File: src/rtl/timer_pkg.sv
package timer_pkg;

    // ------------------------------------------------------------
    // register indices (byte address = 4 * index)
    // ------------------------------------------------------------
    localparam logic [7:0] RUN_FLAGS_IDX = 8'h88;
    localparam logic [7:0] MODE_SELECT_IDX = 8'h89;
    localparam logic [7:0] FIRST_LOW_IDX = 8'h8A;
    localparam logic [7:0] FIRST_HIGH_IDX = 8'h8B;
    localparam logic [7:0] SECOND_LOW_IDX = 8'h8C;
    localparam logic [7:0] SECOND_HIGH_IDX = 8'h8D;

    // ------------------------------------------------------------
    // field positions and reset values
    // ------------------------------------------------------------
    localparam int SECOND_FLAG_BIT = 7;
    localparam int SECOND_RUN_BIT = 6;
    localparam int FIRST_FLAG_BIT = 5;
    localparam int FIRST_RUN_BIT = 4;
    localparam logic [7:0] RUN_FLAGS_RESET = 8'h00;
    localparam logic [7:0] MODE_SELECT_RESET = 8'h00;
    localparam logic [7:0] COUNT_RESET = 8'h00;

    // ------------------------------------------------------------
    // timing
    // ------------------------------------------------------------
    localparam int CLK_PERIOD_NS = 20;
    localparam int TICK_PERIOD_CYCLES = 2;
    localparam logic [0:0] TICK_LAST = 1'(TICK_PERIOD_CYCLES - 1);
    localparam int DIV_RATIO = 64;
    localparam logic [4:0] DIV_HALF_LAST = 5'((DIV_RATIO / 2) - 1);
    localparam logic [4:0] PRESCALE_LAST = 5'h1F;

    // ------------------------------------------------------------
    // bus encodings
    // ------------------------------------------------------------
    localparam logic [1:0] HTRANS_IDLE = 2'h0;
    localparam logic HRESP_OKAY = 1'b0;
    localparam logic [31:0] READ_ZERO = 32'h0000_0000;

    // ------------------------------------------------------------
    // types
    // ------------------------------------------------------------
    typedef enum logic [1:0] {
        MODE_PRESCALED = 2'b00,
        MODE_FULL = 2'b01,
        MODE_RELOAD = 2'b10,
        MODE_SPLIT = 2'b11
    } timer_mode_t;

    typedef struct packed {
        logic pin_gating;
        logic source_select;
        timer_mode_t mode;
    } timer_ctrl_t;

    typedef struct packed {
        logic [7:0] high;
        logic [7:0] low;
    } timer_count_t;

    typedef struct packed {
        logic overflow;
        timer_count_t count;
    } timer_step_t;

    typedef struct packed {
        logic pending;
        logic mapped;
        logic [7:0] index;
    } bus_access_t;

endpackage : timer_pkg

File: src/rtl/dual_timer_counter.sv
`timescale 1ns/1ps
`default_nettype none
module dual_timer_counter (
    // clock and reset
    input wire logic core_clk_in,
    input wire logic rst_in,
    // ahb-lite slave
    input wire logic hsel_in,
    input wire logic [31:0] haddr_in,
    input wire logic [1:0] htrans_in,
    input wire logic hwrite_in,
    input wire logic [2:0] hsize_in,
    input wire logic [31:0] hwdata_in,
    input wire logic hready_in,
    output logic [31:0] hrdata_out,
    output logic hreadyout_out,
    output logic hresp_out,
    // pins
    input wire logic ext_irq_pin_a_in,
    input wire logic ext_irq_pin_b_in,
    input wire logic first_count_input_pin_in,
    input wire logic second_count_input_pin_in,
    output logic overflow_div64_output_pin_out,
    // interrupt controller
    input wire logic first_timer_vector_ack_in,
    input wire logic second_timer_vector_ack_in,
    output logic first_timer_overflow_flag_out,
    output logic second_timer_overflow_flag_out
);
    import timer_pkg::*;

    // ------------------------------------------------------------
    // state
    // ------------------------------------------------------------
    logic [0:0] tick_count_q;
    logic [0:0] tick_count_d;
    logic tick;
    logic [7:0] timer_run_and_flags_q;
    logic [7:0] timer_run_and_flags_d;
    logic [7:0] timer_mode_select_q;
    logic [7:0] timer_mode_select_d;
    timer_count_t first_count_q;
    timer_count_t first_count_d;
    timer_count_t second_count_q;
    timer_count_t second_count_d;
    bus_access_t write_q;
    bus_access_t write_d;
    bus_access_t read_q;
    bus_access_t read_d;
    logic ready_q;
    logic ready_d;
    logic [31:0] rdata_q;
    logic [31:0] rdata_d;

    // ------------------------------------------------------------
    // decoded controls and steps
    // ------------------------------------------------------------
    timer_ctrl_t first_ctrl;
    timer_ctrl_t second_ctrl;
    logic first_timer_run;
    logic second_timer_run;
    logic first_step;
    logic second_step;
    logic split_high_step;
    logic first_overflow;
    logic second_overflow;
    logic split_overflow;
    timer_step_t first_result;
    timer_step_t second_result;
    logic address_phase;
    logic [7:0] addr_index;
    logic addr_mapped;
    logic [7:0] wr_byte;

    // ------------------------------------------------------------
    // counting structure shared by both timers
    // ------------------------------------------------------------
    function automatic timer_step_t count_step(
        input timer_mode_t mode,
        input logic step,
        input timer_count_t cnt
    );
        timer_step_t r;
        r.count = cnt;
        r.overflow = 1'b0;
        if (step) begin
            unique case (mode)
                MODE_PRESCALED: begin
                    if (cnt.low[4:0] == PRESCALE_LAST) begin
                        r.count.low[4:0] = 5'h00;
                        r.count.high = cnt.high + 8'h01;
                        r.overflow = (cnt.high == 8'hFF);
                    end else begin
                        r.count.low[4:0] = cnt.low[4:0] + 5'h01;
                    end
                end
                MODE_FULL: begin
                    {r.overflow, r.count} = {1'b0, cnt} + 17'h00001;
                end
                MODE_RELOAD: begin
                    r.count.low = cnt.low + 8'h01;
                    if (cnt.low == 8'hFF) begin
                        r.count.low = cnt.high;
                        r.overflow = 1'b1;
                    end
                end
                MODE_SPLIT: begin
                    {r.overflow, r.count.low} = {1'b0, cnt.low} + 9'h001;
                end
            endcase
        end
        return r;
    endfunction : count_step

    // ------------------------------------------------------------
    // time base
    // ------------------------------------------------------------
    always_comb begin
        tick = (tick_count_q == TICK_LAST);
        tick_count_d = tick ? 1'b0 : tick_count_q + 1'b1;
    end

    always_ff @(posedge core_clk_in) begin
        if (rst_in) begin
            tick_count_q <= 1'b0;
        end else begin
            tick_count_q <= tick_count_d;
        end
    end

    // ------------------------------------------------------------
    // control decode
    // ------------------------------------------------------------
    always_comb begin
        first_ctrl = timer_ctrl_t'(timer_mode_select_q[3:0]);
        second_ctrl = timer_ctrl_t'(timer_mode_select_q[7:4]);
        first_timer_run = timer_run_and_flags_q[FIRST_RUN_BIT];
        second_timer_run = timer_run_and_flags_q[SECOND_RUN_BIT];
    end

    count_enable first_enable (
        .core_clk_in(core_clk_in),
        .rst_in(rst_in),
        .tick_in(tick),
        .run_in(first_timer_run),
        .gating_in(first_ctrl.pin_gating),
        .gate_pin_in(ext_irq_pin_a_in),
        .source_select_in(first_ctrl.source_select),
        .count_pin_in(first_count_input_pin_in),
        .step_out(first_step)
    );

    count_enable second_enable (
        .core_clk_in(core_clk_in),
        .rst_in(rst_in),
        .tick_in(tick),
        .run_in(second_timer_run),
        .gating_in(second_ctrl.pin_gating),
        .gate_pin_in(ext_irq_pin_b_in),
        .source_select_in(second_ctrl.source_select),
        .count_pin_in(second_count_input_pin_in),
        .step_out(second_step)
    );

    // the borrowed high byte runs on the time base while the second run bit is set, ungated
    count_enable split_enable (
        .core_clk_in(core_clk_in),
        .rst_in(rst_in),
        .tick_in(tick),
        .run_in(second_timer_run),
        .gating_in(1'b0),
        .gate_pin_in(1'b1),
        .source_select_in(1'b0),
        .count_pin_in(1'b0),
        .step_out(split_high_step)
    );

    overflow_divider div64 (
        .core_clk_in(core_clk_in),
        .rst_in(rst_in),
        .overflow_in(first_overflow),
        .divided_out(overflow_div64_output_pin_out)
    );

    // ------------------------------------------------------------
    // counters and flags
    // ------------------------------------------------------------
    always_comb begin
        wr_byte = hwdata_in[7:0];
        // step sources come from the enables above
        first_result = count_step(first_ctrl.mode, first_step, first_count_q);
        // mode 11 on the second timer simply withholds its steps
        second_result = count_step(second_ctrl.mode,
            second_step & (second_ctrl.mode != MODE_SPLIT), second_count_q);
        first_count_d = first_result.count;
        second_count_d = second_result.count;
        first_overflow = first_result.overflow;
        split_overflow = 1'b0;
        if (first_ctrl.mode == MODE_SPLIT && split_high_step) begin
            {split_overflow, first_count_d.high} = {1'b0, first_count_q.high} + 9'h001;
        end
        // while split, the second timer keeps counting but its flag is lent out
        second_overflow = (first_ctrl.mode == MODE_SPLIT) ? split_overflow
                                                          : second_result.overflow;

        timer_run_and_flags_d = timer_run_and_flags_q;
        timer_mode_select_d = timer_mode_select_q;
        if (write_q.pending && write_q.mapped) begin
            unique case (write_q.index)
                RUN_FLAGS_IDX: timer_run_and_flags_d = wr_byte;
                MODE_SELECT_IDX: timer_mode_select_d = wr_byte;
                FIRST_LOW_IDX: first_count_d.low = wr_byte;
                FIRST_HIGH_IDX: first_count_d.high = wr_byte;
                SECOND_LOW_IDX: second_count_d.low = wr_byte;
                SECOND_HIGH_IDX: second_count_d.high = wr_byte;
                default: begin
                end
            endcase
        end
        if (first_timer_vector_ack_in) begin
            timer_run_and_flags_d[FIRST_FLAG_BIT] = 1'b0;
        end
        if (second_timer_vector_ack_in) begin
            timer_run_and_flags_d[SECOND_FLAG_BIT] = 1'b0;
        end
        // a new overflow beats any clear in the same cycle
        if (first_overflow) begin
            timer_run_and_flags_d[FIRST_FLAG_BIT] = 1'b1;
        end
        if (second_overflow) begin
            timer_run_and_flags_d[SECOND_FLAG_BIT] = 1'b1;
        end
    end

    always_ff @(posedge core_clk_in) begin
        if (rst_in) begin
            timer_run_and_flags_q <= RUN_FLAGS_RESET;
            timer_mode_select_q <= MODE_SELECT_RESET;
            first_count_q <= {COUNT_RESET, COUNT_RESET};
            second_count_q <= {COUNT_RESET, COUNT_RESET};
        end else begin
            timer_run_and_flags_q <= timer_run_and_flags_d;
            timer_mode_select_q <= timer_mode_select_d;
            first_count_q <= first_count_d;
            second_count_q <= second_count_d;
        end
    end

    assign first_timer_overflow_flag_out = timer_run_and_flags_q[FIRST_FLAG_BIT];
    assign second_timer_overflow_flag_out = timer_run_and_flags_q[SECOND_FLAG_BIT];

    // ------------------------------------------------------------
    // ahb-lite slave
    // ------------------------------------------------------------
    // reads take one wait state so the returned word comes from a flop
    // and already reflects a write in the directly preceding transfer
    always_comb begin
        address_phase = hsel_in & hready_in & (htrans_in[1] != HTRANS_IDLE[1]);
        addr_index = haddr_in[9:2];
        addr_mapped = (haddr_in[31:10] == 22'h000000) &&
                      (addr_index >= RUN_FLAGS_IDX) && (addr_index <= SECOND_HIGH_IDX);
        write_d = '0;
        read_d = '0;
        ready_d = ready_q;
        rdata_d = rdata_q;
        if (address_phase) begin
            if (hwrite_in) begin
                write_d = '{pending: 1'b1, mapped: addr_mapped, index: addr_index};
            end else begin
                read_d = '{pending: 1'b1, mapped: addr_mapped, index: addr_index};
                ready_d = 1'b0;
            end
        end
        if (read_q.pending) begin
            ready_d = 1'b1;
            rdata_d = READ_ZERO;
            if (read_q.mapped) begin
                unique case (read_q.index)
                    RUN_FLAGS_IDX: rdata_d[7:0] = timer_run_and_flags_q;
                    MODE_SELECT_IDX: rdata_d[7:0] = timer_mode_select_q;
                    FIRST_LOW_IDX: rdata_d[7:0] = first_count_q.low;
                    FIRST_HIGH_IDX: rdata_d[7:0] = first_count_q.high;
                    SECOND_LOW_IDX: rdata_d[7:0] = second_count_q.low;
                    SECOND_HIGH_IDX: rdata_d[7:0] = second_count_q.high;
                    default: rdata_d = READ_ZERO;
                endcase
            end
        end
    end

    always_ff @(posedge core_clk_in) begin
        if (rst_in) begin
            write_q <= '0;
            read_q <= '0;
            ready_q <= 1'b1;
            rdata_q <= READ_ZERO;
        end else begin
            write_q <= write_d;
            read_q <= read_d;
            ready_q <= ready_d;
            rdata_q <= rdata_d;
        end
    end

    assign hrdata_out = rdata_q;
    assign hreadyout_out = ready_q;
    assign hresp_out = HRESP_OKAY;

endmodule : dual_timer_counter
`default_nettype wire

File: src/rtl/count_enable.sv
`timescale 1ns/1ps
`default_nettype none
module count_enable (
    // clock and reset
    input wire logic core_clk_in,
    input wire logic rst_in,
    // controls
    input wire logic tick_in,
    input wire logic run_in,
    input wire logic gating_in,
    input wire logic gate_pin_in,
    input wire logic source_select_in,
    input wire logic count_pin_in,
    // step request
    output logic step_out
);
    import timer_pkg::*;

    logic pin_prev_q;
    logic pin_prev_d;
    logic enabled;
    logic source;

    // the pin is looked at only on the time base, so a pulse shorter
    // than two clocks can fall between samples
    always_comb begin
        pin_prev_d = tick_in ? count_pin_in : pin_prev_q;
        enabled = run_in & (~gating_in | gate_pin_in);
        source = source_select_in ? (tick_in & pin_prev_q & ~count_pin_in) : tick_in;
        step_out = enabled & source;
    end

    always_ff @(posedge core_clk_in) begin
        if (rst_in) begin
            pin_prev_q <= 1'b0;
        end else begin
            pin_prev_q <= pin_prev_d;
        end
    end

endmodule : count_enable
`default_nettype wire

File: src/rtl/overflow_divider.sv
`timescale 1ns/1ps
`default_nettype none
module overflow_divider (
    // clock and reset
    input wire logic core_clk_in,
    input wire logic rst_in,
    // overflow events
    input wire logic overflow_in,
    // divided square wave
    output logic divided_out
);
    import timer_pkg::*;

    logic [4:0] count_q;
    logic [4:0] count_d;
    logic level_q;
    logic level_d;

    // toggling every half ratio gives one full period per DIV_RATIO events
    always_comb begin
        count_d = count_q;
        level_d = level_q;
        if (overflow_in) begin
            if (count_q == DIV_HALF_LAST) begin
                count_d = 5'h00;
                level_d = ~level_q;
            end else begin
                count_d = count_q + 5'h01;
            end
        end
    end

    always_ff @(posedge core_clk_in) begin
        if (rst_in) begin
            count_q <= 5'h00;
            level_q <= 1'b0;
        end else begin
            count_q <= count_d;
            level_q <= level_d;
        end
    end

    assign divided_out = level_q;

endmodule : overflow_divider
`default_nettype wire

File: config.mk
export PLATFORM = sky130hd
export DESIGN_NAME = dual_timer_counter
export DESIGN_NICKNAME = d
export VERILOG_FILES = /design/src/rtl/timer_pkg.sv /design/src/rtl/dual_timer_counter.sv /design/src/rtl/count_enable.sv /design/src/rtl/overflow_divider.sv
export SDC_FILE = /design/constraint.sdc
export NUM_CORES = 1
export LEC_CHECK = 0
export ABC_AREA = 1
export BUFFER_PORTS_ARGS = -buffer_cell sky130_fd_sc_hd__buf_2
export CAP_MARGIN = 0
export CORE_ASPECT_RATIO = 0.75
export CORE_UTILIZATION = 60
export CTS_CLUSTER_DIAMETER = 40
export DETAILED_ROUTE_END_ITERATION = 7
export HOLD_SLACK_MARGIN = 0.15
export PLACE_DENSITY_LB_ADDON = 0.25
export SLEW_MARGIN = 20
export SYNTH_ARGS = -nofsm -noshare
export SYNTH_HDL_FRONTEND = slang
export SYNTH_HIERARCHICAL = 1
export SYNTH_SLANG_ARGS = --single-unit
File: constraint.sdc
create_clock -name core_clk_in -period 4.1 [get_ports core_clk_in]
set_clock_uncertainty 0.1 [all_clocks]
set_input_delay 1.025 -clock core_clk_in [delete_from_list [all_inputs] [get_ports core_clk_in]]
set_output_delay 1.025 -clock core_clk_in [all_outputs]
set_load 0.01 [all_outputs]
Word-level counts from Yosys, hierarchy flattened. Index checks and enable logic that the tools add are counted.

Input port bits: 80. Bits in registers: 110.

Reduce and logical (&&, ||, !) cells: 22. $lt $le $gt $ge: 2. Bitwise gates (word level): 21. Multiplexer cells: 40. Equal/unequal tests: 26. Add/subtract/negate cells: 13.

Operators with widths (number): 8-bit equality test, second input constant (16); 8-bit 2-to-1 mux (10); 8-bit case mux with 6 select lines (1); 5-bit case mux with 4 select lines (2); 16-bit by 1-bit adder with 17-bit output, second input constant (2); 17-bit 2-to-1 mux (2); 8-bit by 1-bit adder with 8-bit output, second input constant (4); 16-bit 2-to-1 mux (2); 8-bit case mux with 2 select lines (2); 8-bit by 1-bit adder with 9-bit output, second input constant (3); 22-bit logical NOT (1); 10-bit 2-to-1 mux (2); 9-bit 2-to-1 mux (2); 3-bit case mux with 3 select lines (2); 5-bit by 1-bit adder with 5-bit output, second input constant (3); 5-bit equality test, second input constant (3); 5-bit 2-to-1 mux (3); 1-bit AND (12); 2-bit AND reduction (6); 3-bit nonzero test (4); 1-bit 2-to-1 mux (10); 2-bit equality test, second input constant (4); 8-bit >= comparator, second input constant (1); 8-bit less-or-equal comparator, second input constant (1); 10 further kinds (26).

Depth between registers and ports, before layout.
Word-level depth: 9. Mapped depth: 14.

By module. Netlist, hierarchy kept.

Modules (own cells, without submodules): dual_timer_counter (area each 5056.1 um^2, seq. area each 1561.5 um^2, times used 1, cells each 793); overflow_divider (area each 266.5 um^2, seq. area each 120.1 um^2, times used 1, cells each 34); count_enable (area each 78.8 um^2, seq. area each 20.0 um^2, times used 3, cells each 14).

Worst setup path after synthesis. No wires, ideal clock.

Path type: input-to-reg. Start point: input ext_irq_pin_a_in. End point: register div64.count_q[3]. Library setup time: 113 ps. Stages: 14. Slack: 1646 ps. Arrival time: 2241 ps. Data required time: 3887 ps. Path buffers: 1. Cells stage by stage: inv_1 nand2_4 nand2_1 nor2_1 clkbuf_2 inv_1 nor3_1 o21ai_0 inv_1 nand2_1 nand2_1 inv_1 nand2_1 nor2_1.

RTL lines: from (decl) (line dual_timer_counter.sv:19) `input wire logic ext_irq_pin_a_in,`; to (signal assigned) (line overflow_divider.sv:38) `count_q <= count_d;`; to (decl) (line overflow_divider.sv:14) `logic [4:0] count_q;`.

==> flow_metrics.tcl <==
set metrics [dict create \
    first_pass_iters 6 \
    dp_cells 1030 \
    ant_nets 0 \
    maxCapViolCount 0 \
    yosysWarnings 6 \
    post_cts_resized 0 \
    clock_latency_ns 0.35 \
    die_y_um 85.36 \
    p_leak_nw 2.704 \
    grt_pass1_vias 5264 \
    clkSinkCount 87 \
    die-area_sq_um 9658 \
    final_nets 1018 \
    cts_tree "done" \
    track_usage 0.3663 \
    cts_buffer_depth 2 \
    async_reset_ff_frac 0 \
    cp-start-kind "primary input" \
    crit_type "primary input to flip-flop" \
    path_delay_family "simple AND/OR/NAND/NOR gates" \
    ys_top_cells_by_count "nand2_1, inv_1, dfxtp_1, nor2_1, o21ai_0" \
    post-route-min-period_ns 2.797 \
    final.period_utilization 0.6821 \
    design_power_total_mw 1.779 \
    viasPerCell 5.758 \
    post-synth-top-count-cell "nand2_1" \
    grt_pass1_wl_um 27140 \
    worstHoldEndpoint "hrdata_out[1]" \
    ff2ff_setup_slack_ns 1.54 \
    setup_viol 0 \
    status "completed" \
    syn_avg_cell_area_sq_um 6.397 \
    worst_setup_path_end_kind "flip-flop" \
    yosysSeqAreaShare 0.3133 \
    worstHoldPathCells 2 \
    grt_max_degree 44 \
    netlist_instances 869 \
    io_pins 117 \
    hpwl_um 12380 \
    synth_top_family_by_area "simple AND/OR/NAND/NOR gates" \
    routabilityCongestion 1.001 \
    post_cts.repair.setup_buffers 0 \
    synth_ff_type "dfxtp_1" \
    r2r_start "tick" \
    cts_buffers 9 \
    routed_wl_um 17000 \
    synth_xor_area_frac 0.02363 \
    antenna_found_initial 0 \
    fin_setup_tns_ns 0 \
    syn-cell-area_sq_um 5559 \
    grt-ovfl-total 0 \
    drcViolationCount 0 \
    reg2reg_to "div64/count_q[3]" \
    synth_top_area_share 0.3133 \
    relSlewSlack 0.4429 \
    muxShareOfSynthArea 0 \
    slowest_delay_ns 0.28 \
    tightest_slew_ns 0.8287 \
    synth-adder-area-share 0.02026 \
    hold_class "flip-flop to flip-flop" \
    wl_per_cell_um 16.27 \
    arrival_ns 2.94 \
    rr_worst_depth 13 \
    slew_viol_final 0 \
    drt-initial-drc-count 743 \
    port_buffers 61 \
    maxClockFrequency_ghz 0.3576 \
    cts_root_buf "clkbuf_16" \
    path_cells "buf_2 -> inv_1 -> nand2_4 -> nand2_1 -> nor2_1 -> inv_1 -> nor3_1 -> o21ai_0 -> inv_1 -> nand2_1 -> nand2_1 -> inv_1 -> nand2_1 -> nor2_1" \
    postCtsHoldBufs 0 \
    synth_simple_gate_area_frac 0.3347 \
    finalHoldViolations 0 \
    rows 30 \
    fp.dieW_um 113.1 \
    synthTopCellsByArea "dfxtp_1, nand2_1, o21ai_0" \
    rsz0062_at_grt "no" \
    start_util 0.6171 \
    powerDensity_nw_per_um2 289.1 \
    fillers 850 \
    required_ns 4.24 \
    vdd_drop_max_uv 221.7 \
    synth-compound-area-share 0.1807 \
    drive_gt1_frac 0.1136 \
    num_vias 6017 \
    synth_cell_types 48 \
    crit_path_max_fanout 8 \
    fin_cells 1045 \
    htree_levels 3 \
    netlist.top_cell.by_area "dfxtp_1" \
    synthToLayoutAreaGrowth_pct 10.69 \
    core-area_sq_um 9009 \
    slowest_stage "nor2_1" \
    worst-path-buf-inv 5 \
    worstHoldStart "hrdata_out[1]" \
    ys_ff_latch 87 \
    synth-edff-count 0 \
    clk_pin_slew_ns 0.07 \
    n_antenna_cell 0 \
]
==> layout by cell type (no fill, tap or decap), drive strengths merged, types with 4 or more instances in the layout <==
cell    Yosys  routed
a21oi      83      83
a31oi       4       4
buf        34      64
clkbuf      9       9
clkinv      6       9
conb        2      30
dfxtp      87      87
ha          9       9
inv       107     108
nand2     207     207
nand3      62      62
nand4      16      16
nor2       93      93
nor3       12      12
nor4       13      13
o211ai      5       5
o21ai      87      87
o22ai       7       7
xnor2       4       4
xor2       11      11
==> kinds of logic (layout without fill, tap and decap cells) <==
family | after synthesis | count (layout)
adder cells (fa/ha/maj) | 9 | 9
flip-flops | 87 | 87
other | 2 | 30
buffers and inverters | 156 | 192
AO/OA/AOI/OAI | 191 | 191
AND/OR/NAND/NOR | 409 | 409
XOR/XNOR | 15 | 15
==> flip-flops by register name (all words and copies together), names as in the netlist <==
| signal | flops |
|---|---|
| div64/count_q | 5 |
| div64/divided_out | 1 |
| first_count_q | 16 |
| first_enable/pin_prev_q | 1 |
| hrdata_out | 8 |
| hreadyout_out | 1 |
| read_q | 10 |
| second_count_q | 16 |
| second_enable/pin_prev_q | 1 |
| split_enable/pin_prev_q | 1 |
| tick | 1 |
| timer_mode_select_q | 8 |
| timer_run_and_flags_q | 8 |
| write_q | 10 |
==> layout make-up <==
type                    count  area (sq um)  area share
flip-flops and latches     87          1742      0.2830
multi-input cells         654          3222      0.5236
inverters                 113         425.4     0.06913
well taps                 112         140.1     0.02277
clock buffers               9         225.2     0.03660
repair buffers             64         327.8     0.05327
clock inverters             6         71.32     0.01159
==> metrics by stage <==
stage / utilization / instance area, sq um / setup WS, ns / hold WS (ns)
2_1_floorplan: - / 5664 / 1.646 / 0.3299
3_3_place_gp: 0.6501 / 5857 / 1.116 / 0.3418
3_5_place_dp: 0.6501 / 5857 / 1.075 / 0.3391
4_1_cts: 0.6831 / 6153 / 1.418 / 0.3552
5_1_grt: 0.6831 / 6153 / 1.142 / 0.3727
6_report: 0.6831 / 6153 / 1.303 / 0.3551
==> worst min-delay path, cell delays in order, from the launching register on <==
cell     delay, ns
dfxtp_1       0.31
nand2_1       0.06
nand2_1       0.05
==> power breakdown <==
part / total (mW) / internal [mW] / switching [mW]
logic: 0.0859 / 0.0272 / 0.0586
clock network: 0.840 / 0.474 / 0.365
registers: 0.853 / 0.849 / 0.00391
total: 1.78 / 1.35 / 0.428
==> worst max path at each step <==
stage	start	endpoint	slack, ns	depth (start not counted)
floorplan	ext_irq_pin_a_in	div64/count_q[3]	1.65	14
global placement	ext_irq_pin_a_in	div64/count_q[3]	1.12	14
detailed placement	ext_irq_pin_a_in	div64/count_q[3]	1.07	14
CTS	ext_irq_pin_a_in	div64/count_q[3]	1.42	14
global route	ext_irq_pin_a_in	div64/count_q[3]	1.14	14
finish	ext_irq_pin_a_in	div64/count_q[3]	1.30	14
==> metal layers <==
metal | up-vias | part of all wire | GRT usage
met5 | - | 0 | 0
met4 | 0 | 0.029 | 0.1292
met3 | 49 | 0.15 | 0.1229
met2 | 404 | 0.39 | 0.5098
met1 | 2640 | 0.43 | 0.5223
li1 | 2924 | - | -
Power figures use the tool's default switching activity.
